===== src/rtl/readout_regs.svh =====
// Purpose: Register offsets, field positions, reset values and timing counts of the readout sequencer.
// Assumes: 16-bit registers addressed by 16-bit offsets from the two-wire serial front end.
// Notes:   Definitions only.
`ifndef READOUT_REGS_SVH
`define READOUT_REGS_SVH

`define OFF_Y_START        16'h3002
`define OFF_X_START        16'h3004
`define OFF_Y_END          16'h3006
`define OFF_X_END          16'h3008
`define OFF_FRAME_LINES    16'h300A
`define OFF_LINE_CLOCKS    16'h300C
`define OFF_RESET_CTRL     16'h301A
`define OFF_READ_MODE      16'h3040
`define OFF_EMBED_CTRL     16'h3064
`define OFF_X_ODD_INC      16'h30A2
`define OFF_Y_ODD_INC      16'h30A6
`define OFF_SLAVE_CTRL     16'h30CE
`define OFF_BLACK_CFG      16'h3180
`define OFF_EXTRA_DELAY    16'h3FE0
`define OFF_ANALOG_COMBINE 16'h3FE2
`define OFF_SEQ_STATUS     16'h3FE4

`define BIT_STREAM         2
`define BIT_TRIGGER_EN     8
`define BIT_ROW_COMBINE    12
`define BIT_COL_DIGITAL    13
`define BIT_STATS_EN       7
`define BIT_EMBED_EN       8
`define BIT_SLAVE_EN       4
`define BIT_ANALOG_EN      0
`define BLACK_MSB          7
`define BLACK_LSB          4

`define RST_Y_START        16'h0000
`define RST_X_START        16'h0000
`define RST_Y_END          16'h031F
`define RST_X_END          16'h04FF
`define RST_FRAME_LINES    16'h0340
`define RST_LINE_CLOCKS    16'h0400
`define RST_ODD_INC        16'h0001
`define RST_EMBED_CTRL     16'h0100
`define RST_BLACK_CFG      16'h0080

`define ODD_INC_SKIP2      16'h0003
`define EXTRA_BLANK_ROWS   16'h0008
`define GUARD_CLOCKS       16'h0010

`endif


===== src/rtl/readout_pkg.sv =====
// Purpose: Types shared by the readout sequencer and its output buffer.
// Assumes: Nothing beyond the register header.
// Notes:   Types only.
package readout_pkg;

  typedef enum logic [2:0] {ROW_BLACK, ROW_EMBED, ROW_BLANK, ROW_STATS, ROW_ACTIVE} row_kind_e;

  typedef enum logic [2:0] {ST_STANDBY, ST_RUN, ST_EXTRA, ST_GUARD, ST_WAIT} seq_state_e;

  typedef struct packed {
    row_kind_e   kind;
    logic [15:0] row_addr;
    logic [15:0] col_addr;
    logic        row_combine;
    logic        col_analog;
    logic        col_digital;
    logic        row_start;
  } read_word_s;

endpackage


===== src/rtl/pair_buffer.sv =====
// Purpose: Two-entry buffer carrying read words from the sequencer to the receiver.
// Assumes: Both sides on CLK_I.
// Notes:   in_ready drops only when both entries are full.
`timescale 1ns/1ps
`default_nettype none
module pair_buffer
  import readout_pkg::*;
(
  // Clock and reset.
  input  wire logic       clk_i,
  input  wire logic       rst_i,
  // Filling side.
  input  wire logic       in_valid_i,
  input  wire read_word_s in_word_i,
  output logic            in_ready_o,
  // Draining side.
  output logic            out_valid_o,
  output read_word_s      out_word_o,
  input  wire logic       out_ready_i
);

  read_word_s  mem [2];
  logic        wr_ptr;
  logic        rd_ptr;
  logic [1:0]  count;
  logic        push;
  logic        pop;

  assign in_ready_o  = (count != 2'h2);
  assign out_valid_o = (count != 2'h0);
  assign out_word_o  = mem[rd_ptr];
  assign push        = in_valid_i && in_ready_o;
  assign pop         = out_valid_o && out_ready_i;

  always_ff @(posedge clk_i) begin
    if (push) begin
      mem[wr_ptr] <= in_word_i;
    end
  end

  always_ff @(posedge clk_i) begin
    if (rst_i) begin
      wr_ptr <= 1'b0;
      rd_ptr <= 1'b0;
      count  <= 2'h0;
    end else begin
      if (push) begin
        wr_ptr <= ~wr_ptr;
      end
      if (pop) begin
        rd_ptr <= ~rd_ptr;
      end
      count <= count + {1'b0, push} - {1'b0, pop};
    end
  end

endmodule
`default_nettype wire


===== src/rtl/readout_timing.sv =====
// Purpose: Readout sequencer: window addressing, subsampling, row layout, frame timing, slave sync.
// Assumes: Registers written through the two-wire serial front end's word port.
// Notes:   A receiver stall freezes the sequencer so that no read word is lost.
`timescale 1ns/1ps
`default_nettype none
`include "readout_regs.svh"
module readout_timing
  import readout_pkg::*;
(
  // Clock and reset.
  input  wire logic        CLK_I,
  input  wire logic        RST_I,
  // Register word port from the serial front end.
  input  wire logic [15:0] REG_ADDR_I,
  input  wire logic [15:0] REG_WDATA_I,
  input  wire logic        REG_WR_I,
  input  wire logic        REG_RD_I,
  output logic      [15:0] REG_RDATA_O,
  // Trigger pin.
  input  wire logic        FRAME_SYNC_PULSE_I,
  // Read word stream.
  output logic             READ_VALID_O,
  output read_word_s       READ_WORD_O,
  input  wire logic        READ_READY_I,
  // Sequencer status.
  output logic             FRAME_ACTIVE_O,
  output logic             ROW_OPS_HALT_O
);

  logic [15:0] y_start, x_start, y_end, x_end, frame_lines, line_clocks;
  logic [15:0] reset_ctrl, read_mode, embed_ctrl, x_odd, y_odd;
  logic [15:0] slave_ctrl, black_cfg, extra_delay, analog_cfg;

  seq_state_e  state, next_state;
  logic        sync_s1, sync_s2, sync_s3, sync_edge;
  logic        frame_start, load_wait, tail, push, go, buf_ready, row_end, frame_end_rows;
  logic [15:0] wait_val, wait_cnt, clk_cnt, row_cnt, row_addr, col_addr;
  logic        row_phase;
  logic [15:0] height, width_pairs, min_lines, active_start;
  logic [15:0] f_line, f_len, f_height, f_wpairs, f_ob, f_x_start, f_x_odd, f_y_odd, f_extra;
  logic        f_stats, f_embed, f_row_comb, f_col_dig, f_col_ana;
  row_kind_e   kind;
  read_word_s  word;

  // Number of columns or rows kept after subsampling; assumes an even result.
  function automatic logic [15:0] subsample(input logic [15:0] first, input logic [15:0] last,
                                            input logic [15:0] odd_inc);
    logic [15:0] span;
    span = last - first + 16'h0001;
    subsample = (odd_inc == `ODD_INC_SKIP2) ? (span >> 1) : span;
  endfunction

  // Register writes.
  always_ff @(posedge CLK_I) begin
    if (RST_I) begin
      y_start     <= `RST_Y_START;
      x_start     <= `RST_X_START;
      y_end       <= `RST_Y_END;
      x_end       <= `RST_X_END;
      frame_lines <= `RST_FRAME_LINES;
      line_clocks <= `RST_LINE_CLOCKS;
      reset_ctrl  <= 16'h0000;
      read_mode   <= 16'h0000;
      embed_ctrl  <= `RST_EMBED_CTRL;
      x_odd       <= `RST_ODD_INC;
      y_odd       <= `RST_ODD_INC;
      slave_ctrl  <= 16'h0000;
      black_cfg   <= `RST_BLACK_CFG;
      extra_delay <= 16'h0000;
      analog_cfg  <= 16'h0000;
    end else if (REG_WR_I) begin
      case (REG_ADDR_I)
        `OFF_Y_START:        y_start     <= REG_WDATA_I;
        `OFF_X_START:        x_start     <= REG_WDATA_I;
        `OFF_Y_END:          y_end       <= REG_WDATA_I;
        `OFF_X_END:          x_end       <= REG_WDATA_I;
        `OFF_FRAME_LINES:    frame_lines <= REG_WDATA_I;
        `OFF_LINE_CLOCKS:    line_clocks <= REG_WDATA_I;
        `OFF_RESET_CTRL:     reset_ctrl  <= REG_WDATA_I;
        `OFF_READ_MODE:      read_mode   <= REG_WDATA_I;
        `OFF_EMBED_CTRL:     embed_ctrl  <= REG_WDATA_I;
        `OFF_X_ODD_INC:      x_odd       <= REG_WDATA_I;
        `OFF_Y_ODD_INC:      y_odd       <= REG_WDATA_I;
        `OFF_SLAVE_CTRL:     slave_ctrl  <= REG_WDATA_I;
        `OFF_BLACK_CFG:      black_cfg   <= REG_WDATA_I;
        `OFF_EXTRA_DELAY:    extra_delay <= REG_WDATA_I;
        `OFF_ANALOG_COMBINE: analog_cfg  <= REG_WDATA_I;
        default: ;
      endcase
    end
  end

  // Register reads, answered one cycle after the strobe; unmapped offsets read zero.
  always_ff @(posedge CLK_I) begin
    if (RST_I) begin
      REG_RDATA_O <= 16'h0000;
    end else if (REG_RD_I) begin
      case (REG_ADDR_I)
        `OFF_Y_START:        REG_RDATA_O <= y_start;
        `OFF_X_START:        REG_RDATA_O <= x_start;
        `OFF_Y_END:          REG_RDATA_O <= y_end;
        `OFF_X_END:          REG_RDATA_O <= x_end;
        `OFF_FRAME_LINES:    REG_RDATA_O <= frame_lines;
        `OFF_LINE_CLOCKS:    REG_RDATA_O <= line_clocks;
        `OFF_RESET_CTRL:     REG_RDATA_O <= reset_ctrl;
        `OFF_READ_MODE:      REG_RDATA_O <= read_mode;
        `OFF_EMBED_CTRL:     REG_RDATA_O <= embed_ctrl;
        `OFF_X_ODD_INC:      REG_RDATA_O <= x_odd;
        `OFF_Y_ODD_INC:      REG_RDATA_O <= y_odd;
        `OFF_SLAVE_CTRL:     REG_RDATA_O <= slave_ctrl;
        `OFF_BLACK_CFG:      REG_RDATA_O <= black_cfg;
        `OFF_EXTRA_DELAY:    REG_RDATA_O <= extra_delay;
        `OFF_ANALOG_COMBINE: REG_RDATA_O <= analog_cfg;
        `OFF_SEQ_STATUS:     REG_RDATA_O <= {13'h0000, 3'(state)};
        default:             REG_RDATA_O <= 16'h0000;
      endcase
    end
  end

  // Trigger pin synchroniser and rising-edge detect.
  always_ff @(posedge CLK_I) begin
    if (RST_I) begin
      sync_s1 <= 1'b0;
      sync_s2 <= 1'b0;
      sync_s3 <= 1'b0;
    end else begin
      sync_s1 <= FRAME_SYNC_PULSE_I;
      sync_s2 <= sync_s1;
      sync_s3 <= sync_s2;
    end
  end
  assign sync_edge = sync_s2 && !sync_s3;

  // Live geometry; minimum blanking is black rows plus eight.
  assign height      = subsample(y_start, y_end, y_odd);
  assign width_pairs = subsample(x_start, x_end, x_odd) >> 1;
  assign min_lines   = height + {12'h000, black_cfg[`BLACK_MSB:`BLACK_LSB]} + `EXTRA_BLANK_ROWS;

  // Frame geometry is frozen at frame start so a frame is never torn by a write.
  always_ff @(posedge CLK_I) begin
    if (RST_I) begin
      f_line     <= `RST_LINE_CLOCKS;
      f_len      <= `RST_FRAME_LINES;
      f_height   <= 16'h0000;
      f_wpairs   <= 16'h0000;
      f_ob       <= 16'h0000;
      f_x_start  <= 16'h0000;
      f_x_odd    <= `RST_ODD_INC;
      f_y_odd    <= `RST_ODD_INC;
      f_extra    <= 16'h0000;
      f_stats    <= 1'b0;
      f_embed    <= 1'b0;
      f_row_comb <= 1'b0;
      f_col_dig  <= 1'b0;
      f_col_ana  <= 1'b0;
    end else if (frame_start) begin
      f_line     <= line_clocks;
      f_len      <= (frame_lines < min_lines) ? min_lines : frame_lines;
      f_height   <= height;
      f_wpairs   <= width_pairs;
      f_ob       <= {12'h000, black_cfg[`BLACK_MSB:`BLACK_LSB]};
      f_x_start  <= x_start;
      f_x_odd    <= x_odd;
      f_y_odd    <= y_odd;
      f_extra    <= extra_delay;
      f_stats    <= embed_ctrl[`BIT_STATS_EN];
      f_embed    <= embed_ctrl[`BIT_EMBED_EN];
      f_row_comb <= read_mode[`BIT_ROW_COMBINE] && (y_odd == `ODD_INC_SKIP2);
      f_col_dig  <= read_mode[`BIT_COL_DIGITAL] && (x_odd == `ODD_INC_SKIP2);
      f_col_ana  <= analog_cfg[`BIT_ANALOG_EN] && (x_odd == `ODD_INC_SKIP2);
    end
  end

  // Row layout: black rows, two embedded or blank rows, blanking, active rows, statistics.
  assign active_start = f_len - f_height - (f_stats ? 16'h0002 : 16'h0000);
  always_comb begin
    if (row_cnt < f_ob) begin
      kind = ROW_BLACK;
    end else if (row_cnt < f_ob + 16'h0002) begin
      kind = f_embed ? ROW_EMBED : ROW_BLANK;
    end else if (f_stats && (row_cnt >= f_len - 16'h0002)) begin
      kind = ROW_STATS;
    end else if (row_cnt >= active_start) begin
      kind = ROW_ACTIVE;
    end else begin
      kind = ROW_BLANK;
    end
  end

  // One word per clock carries a pixel pair; the rest of the row is blanking.
  assign push           = (state == ST_RUN) && (clk_cnt < f_wpairs);
  assign go             = !push || buf_ready;
  assign row_end        = (state == ST_RUN) && go && (clk_cnt == f_line - 16'h0001);
  assign frame_end_rows = row_end && (row_cnt == f_len - 16'h0001);

  assign word.kind        = kind;
  assign word.row_addr    = row_addr;
  assign word.col_addr    = col_addr;
  assign word.row_combine = f_row_comb;
  assign word.col_analog  = f_col_ana;
  assign word.col_digital = f_col_dig;
  assign word.row_start   = (clk_cnt == 16'h0000);

  always_comb begin
    next_state  = state;
    frame_start = 1'b0;
    load_wait   = 1'b0;
    wait_val    = 16'h0000;
    tail        = 1'b0;
    case (state)
      ST_STANDBY: begin
        if (reset_ctrl[`BIT_STREAM]) begin
          if (slave_ctrl[`BIT_SLAVE_EN]) begin
            next_state = ST_WAIT;
          end else begin
            next_state  = ST_RUN;
            frame_start = 1'b1;
          end
        end
      end
      ST_RUN: begin
        if (frame_end_rows) begin
          if (f_extra != 16'h0000) begin
            next_state = ST_EXTRA;
            load_wait  = 1'b1;
            wait_val   = f_extra - 16'h0001;
          end else begin
            tail = 1'b1;
          end
        end
      end
      ST_EXTRA: begin
        tail = (wait_cnt == 16'h0000);
      end
      ST_GUARD: begin
        if (wait_cnt == 16'h0000) begin
          next_state = ST_WAIT;
        end
      end
      ST_WAIT: begin
        if (!reset_ctrl[`BIT_STREAM]) begin
          next_state = ST_STANDBY;
        end else if (sync_edge && reset_ctrl[`BIT_TRIGGER_EN]) begin
          next_state  = ST_RUN;
          frame_start = 1'b1;
        end
      end
      default: next_state = ST_STANDBY;
    endcase
    if (tail) begin
      if (!reset_ctrl[`BIT_STREAM]) begin
        next_state = ST_STANDBY;
      end else if (slave_ctrl[`BIT_SLAVE_EN]) begin
        next_state = ST_GUARD;
        load_wait  = 1'b1;
        wait_val   = `GUARD_CLOCKS - 16'h0001;
      end else begin
        next_state  = ST_RUN;
        frame_start = 1'b1;
      end
    end
  end

  always_ff @(posedge CLK_I) begin
    if (RST_I) begin
      state <= ST_STANDBY;
    end else begin
      state <= next_state;
    end
  end

  always_ff @(posedge CLK_I) begin
    if (RST_I) begin
      wait_cnt <= 16'h0000;
    end else if (load_wait) begin
      wait_cnt <= wait_val;
    end else if (wait_cnt != 16'h0000) begin
      wait_cnt <= wait_cnt - 16'h0001;
    end
  end

  // Row and column counters and addresses; frozen outside ST_RUN.
  always_ff @(posedge CLK_I) begin
    if (RST_I) begin
      clk_cnt   <= 16'h0000;
      row_cnt   <= 16'h0000;
      row_addr  <= 16'h0000;
      row_phase <= 1'b0;
      col_addr  <= 16'h0000;
    end else if (frame_start) begin
      clk_cnt   <= 16'h0000;
      row_cnt   <= 16'h0000;
      row_addr  <= y_start;
      row_phase <= 1'b0;
      col_addr  <= x_start;
    end else if ((state == ST_RUN) && go) begin
      if (row_end) begin
        clk_cnt  <= 16'h0000;
        row_cnt  <= row_cnt + 16'h0001;
        col_addr <= f_x_start;
        if (kind == ROW_ACTIVE) begin
          row_phase <= ~row_phase;
          row_addr  <= row_phase ? row_addr + f_y_odd : row_addr + 16'h0001;
        end
      end else begin
        clk_cnt <= clk_cnt + 16'h0001;
        if (push) begin
          col_addr <= col_addr + 16'h0001 + f_x_odd;
        end
      end
    end
  end

  pair_buffer u_buffer (
    .clk_i       (CLK_I),
    .rst_i       (RST_I),
    .in_valid_i  (push),
    .in_word_i   (word),
    .in_ready_o  (buf_ready),
    .out_valid_o (READ_VALID_O),
    .out_word_o  (READ_WORD_O),
    .out_ready_i (READ_READY_I)
  );

  assign FRAME_ACTIVE_O = (state == ST_RUN);
  assign ROW_OPS_HALT_O = (state == ST_WAIT);

  // Checks.
  logic [31:0] period_cnt;
  always_ff @(posedge CLK_I) begin
    if (RST_I || frame_start) begin
      period_cnt <= 32'h0000_0000;
    end else if (((state == ST_RUN) && go) || (state == ST_EXTRA)) begin
      period_cnt <= period_cnt + 32'h0000_0001;
    end
  end
endmodule
`default_nettype wire


===== config.mk =====
export PLATFORM = sky130hd
export DESIGN_NAME = readout_timing
export DESIGN_NICKNAME = d
export VERILOG_FILES = /design/src/rtl/readout_pkg.sv /design/src/rtl/pair_buffer.sv /design/src/rtl/readout_timing.sv
export VERILOG_INCLUDE_DIRS = /design/src /design/src/rtl
export SDC_FILE = /design/constraint.sdc
export NUM_CORES = 2
export LEC_CHECK = 0
export ABC_AREA = 1
export BUFFER_PORTS_ARGS = -buffer_cell sky130_fd_sc_hd__buf_2
export CORE_AREA = 2 2 284 286
export DETAILED_ROUTE_END_ITERATION = 12
export DIE_AREA = 0 0 286 288
export PLACE_DENSITY = 0.57
export SLEW_MARGIN = 20
export SYNTH_ARGS = -nofsm -noshare
export SYNTH_HDL_FRONTEND = slang
export SYNTH_HIERARCHICAL = 1
export SYNTH_SLANG_ARGS = --single-unit

===== constraint.sdc =====
create_clock -name CLK_I -period 9.47 [get_ports CLK_I]
set_input_delay 0.4735 -clock CLK_I [delete_from_list [all_inputs] [get_ports CLK_I]]
set_output_delay 0.4735 -clock CLK_I [all_outputs]
set_load 0.1 [all_outputs]

==> run summary <==
- finished clean — status
- sky130_fd_sc_hd__dfxtp_1 — Most used DFF post-synth
- flip-flop — element type at the critical path end
- 0 — ANT nets after route
- 0 — CTS-repair resized insts
- 82,400 sq um — Die Area
- 27 — Max FO, Critical Path
- 0.63 ns — clock latency of the later-clocked register in the worst-skew pair
- 0.431 — sequential group share of total power
- 286 microns — die span in x
- y_end[1] — critical register-to-register path startpoint
- 3 — H-tree level count
- 0 — number of buffers inserted for hold repair after clock tree synthesis
- flip-flop — CP startpoint kind
- 79,600 sq um — core outline area
- 4,214 — instance count of the mapped netlist
- 0 — final setup violation count
- 0.0539 ns — Hold WS
- 25,800 — via count of the first global-routing pass
- 0 — total DRC errors in the routed layout
- 1.06 ns — measured slew at the worst slew-check pin
- sky130_fd_sc_hd__nand2_1 — Worst path slowest cell
- 1470 uW — total net switching power
- 28,300 — via count of the routed design
- in -> reg — class of the tightest hold or removal check
- 67 — CTS Buf Count
- 35,000 sq um — cell area after layout
- 7.46 sq um — synthesized area per cell
- 0 — max-capacitance violation count
- 57 — number of library cell types mapped by synthesis
- yes — clock tree from TritonCTS
- u_buffer/mem — register with the most flip-flops
- 0.600 — Period Utilization, post-route
- 0.0759 — layout cells sized above 1
- 5.31 — ratio of routed vias to standard cells
- 0 — post-CTS setup buffer count
- 176 MHz — achievable clock frequency
- 0.0342 ns — Post-Route Skew
- 159,000 microns — global-route wire length before repair
- 164 nW/um^2 — total power divided by cell area
- 3 — number of buffers on the longest clock path
- 9.95 ns — critical path required time
- 0.395 — initial core utilization
- 0.489 — clock group share of total power
- reg -> reg — Setup CP Type
- false — RSZ-0062 raised after global routing
- 4,466 — Total Nets Final
- 105,000 microns — total routed wirelength
- 0 — fin. max-slew vios
- 96 — number of primary I/O pins
- 0.137 mV — Max rail drop VDD
- 0.946 — gp weighted congestion
- 32,600 sq um — Area after DPL
- 5 — DRT Pass-1 Iters
- 95 — Port-buffer cells
- 5.68 ns — final worst path period need
- 288 microns — die span in y
- 3.79 ns — worst-case register-to-register setup slack
- 0 — total gr overflow
- FRAME_SYNC_PULSE_I — min-delay src
- 562 — Seq cells post-synth
- y_end[1] — CP Launch Point
- 2,438 — violation count after the first detailed-routing iteration
- 31,400 sq um — post-synthesis instance area
- 0 — proportion of register bits with asynchronous set or reset after synthesis
- 0.383 — sequential cell area fraction in the yosys report
- 104 — std cell rows
- sky130_fd_sc_hd__dfxtp_1, sky130_fd_sc_hd__nand2_1, sky130_fd_sc_hd__ha_1 — cell types occupying the most area after synthesis
- 0.06 ns — clock slew at the register clock pins of the worst setup and hold paths
- sky130_fd_sc_hd__clkbuf_16 — root buffer cell
- 78 — flip-flop count of the largest register, all copies and words added
- 78,000 microns — placed wire-length estimate after detailed placement
- 0.256 — sw frac
- 4,463 — synthesized net count
- 562 — TritonCTS Sinks
- 78 — number of enable flip-flop cells after synthesis
- 87 — maximum number of pins on one net before global-route repair
- 0.440 — post-layout util
- sky130_fd_sc_hd__dfxtp_1 — largest area contributor in the synthesized netlist
- 0.58 ns — crit-path max cell delay
- 0.251 — aggregate global-route resource usage
- 0 — final hold violation count
- 0 ns — sum of negative setup slack
- 0.079 — combinational group share of total power
- 4280 uW — internal power summed over all cells
- 19.7 microns — average wire per standard cell
- 6 — yosys synthesis warning count
- 0.0150 uW — static power due to leakage
- 5 — antenna violations before repair
- 6.16 ns — CP arrival
- 0.294 — Rel. slew slack
- 11.3% — area added between synthesis and finish
- 0.308 — portion of synthesized cell area occupied by the leading cell type
## stage by stage
stage               setup slack (ns)  cells  total power, uW
finish                          3.79   5331             5750
global route                    3.15   5330             5930
CTS                             3.87   5330             5790
detailed placement              3.87   5208             2980
global placement                3.90   5208             2980
floorplan                       4.73   4214             2880
## layout by cell type (no fill, tap or decap), types with 15 or more instances in the layout
master and n:
sky130_fd_sc_hd__a211oi_1 83, sky130_fd_sc_hd__a21oi_1 324, sky130_fd_sc_hd__buf_2 94, sky130_fd_sc_hd__buf_4 21, sky130_fd_sc_hd__clkbuf_16 68, sky130_fd_sc_hd__dfxtp_1 483, sky130_fd_sc_hd__edfxtp_1 78, sky130_fd_sc_hd__ha_1 205
sky130_fd_sc_hd__inv_1 573, sky130_fd_sc_hd__mux2_2 29, sky130_fd_sc_hd__nand2_1 749, sky130_fd_sc_hd__nand3_1 259, sky130_fd_sc_hd__nand3b_1 15, sky130_fd_sc_hd__nand4_1 68, sky130_fd_sc_hd__nor2_1 352, sky130_fd_sc_hd__nor3_1 46
sky130_fd_sc_hd__nor4_1 33, sky130_fd_sc_hd__o21ai_0 299, sky130_fd_sc_hd__o21ai_1 37, sky130_fd_sc_hd__o22ai_1 126, sky130_fd_sc_hd__o22ai_2 15, sky130_fd_sc_hd__xnor2_1 55, sky130_fd_sc_hd__xor2_1 89
## layout make-up
type / instances / area (sq um)
multi-input cells: 2889 / 16400
diodes: 1 / 2.50
clock inverters: 33 / 520
repair buffers: 115 / 628
well taps: 1060 / 1330
fillers: 8223 / 44600
clock buffers: 89 / 1890
flip-flops and latches: 562 / 12000
inverters: 582 / 2190
## worst paths after layout
path	to	cells after the start
setup reg to reg	f_len[10]	30
hold reg to reg	sync_s2	2
setup / recovery	f_len[10]	30
hold / removal	sync_s1	3
## critical path: cells and delay by family (launching register included)
family                     cells  cell delay, ns
buffers and inverters          7            0.56
AOI/OAI and AO/OA              5            0.66
DFF                            1            0.30
adders and majority gates      6            1.92
and+or+nand+nor               11            1.96
xor gates and xnor gates       1            0.15
## synthesized netlist by cell type (5+ instances only)
library cell	n
sky130_fd_sc_hd__o21ai_0	299
sky130_fd_sc_hd__xnor2_1	55
sky130_fd_sc_hd__clkbuf_1	131
sky130_fd_sc_hd__buf_6	11
sky130_fd_sc_hd__o31ai_1	8
sky130_fd_sc_hd__nor2_2	9
sky130_fd_sc_hd__nand4_1	68
sky130_fd_sc_hd__xor2_1	89
sky130_fd_sc_hd__nor3_1	46
sky130_fd_sc_hd__mux2_4	10
sky130_fd_sc_hd__o211ai_1	10
sky130_fd_sc_hd__nand2_1	750
sky130_fd_sc_hd__nand2_2	5
sky130_fd_sc_hd__nand3_1	260
sky130_fd_sc_hd__or2_2	7
sky130_fd_sc_hd__nor4_1	33
sky130_fd_sc_hd__fa_1	6
sky130_fd_sc_hd__o21ai_1	38
sky130_fd_sc_hd__inv_1	573
sky130_fd_sc_hd__edfxtp_1	78
sky130_fd_sc_hd__a211oi_1	83
sky130_fd_sc_hd__ha_1	205
sky130_fd_sc_hd__nor2_1	353
sky130_fd_sc_hd__nand3b_1	15
sky130_fd_sc_hd__a21oi_1	324
sky130_fd_sc_hd__buf_2	24
sky130_fd_sc_hd__buf_4	10
sky130_fd_sc_hd__o22ai_2	15
sky130_fd_sc_hd__inv_2	5
sky130_fd_sc_hd__mux2_2	29
sky130_fd_sc_hd__dfxtp_1	484
sky130_fd_sc_hd__nor3b_1	6
sky130_fd_sc_hd__o22ai_1	126
## per-layer routing
layer | up-vias | global-route usage | share of wire
li1 | 14100 | - | -
met1 | 13100 | 0.361 | 0.47
met5 | - | 0 | 0.00060
met4 | 10 | 0.0648 | 0.025
met2 | 898 | 0.384 | 0.43
met3 | 152 | 0.0456 | 0.075
## power by group through the flow
stage	logic (uW)	clock network (uW)	registers, uW
after global routing	502	2950	2480
after global placement	453	0	2530
after detailed placement	454	0	2530
after floorplan	367	0	2510
after CTS	457	2860	2480
final	456	2810	2480
## cells by family (layout without fill, tap and decap cells)
logic type | after synthesis | in the layout | synth area share
muxes | 39 | 39 | 0.0152
other | 0 | 1 | 0
adders and majority gates | 211 | 211 | 0.0854
DFF | 562 | 562 | 0.383
AOI/OAI and AO/OA | 921 | 921 | 0.165
and+or+nand+nor | 1574 | 1574 | 0.216
xor gates and xnor gates | 144 | 144 | 0.0401
buffers and inverters | 763 | 819 | 0.0962
(Power assumes the default switching activity.)
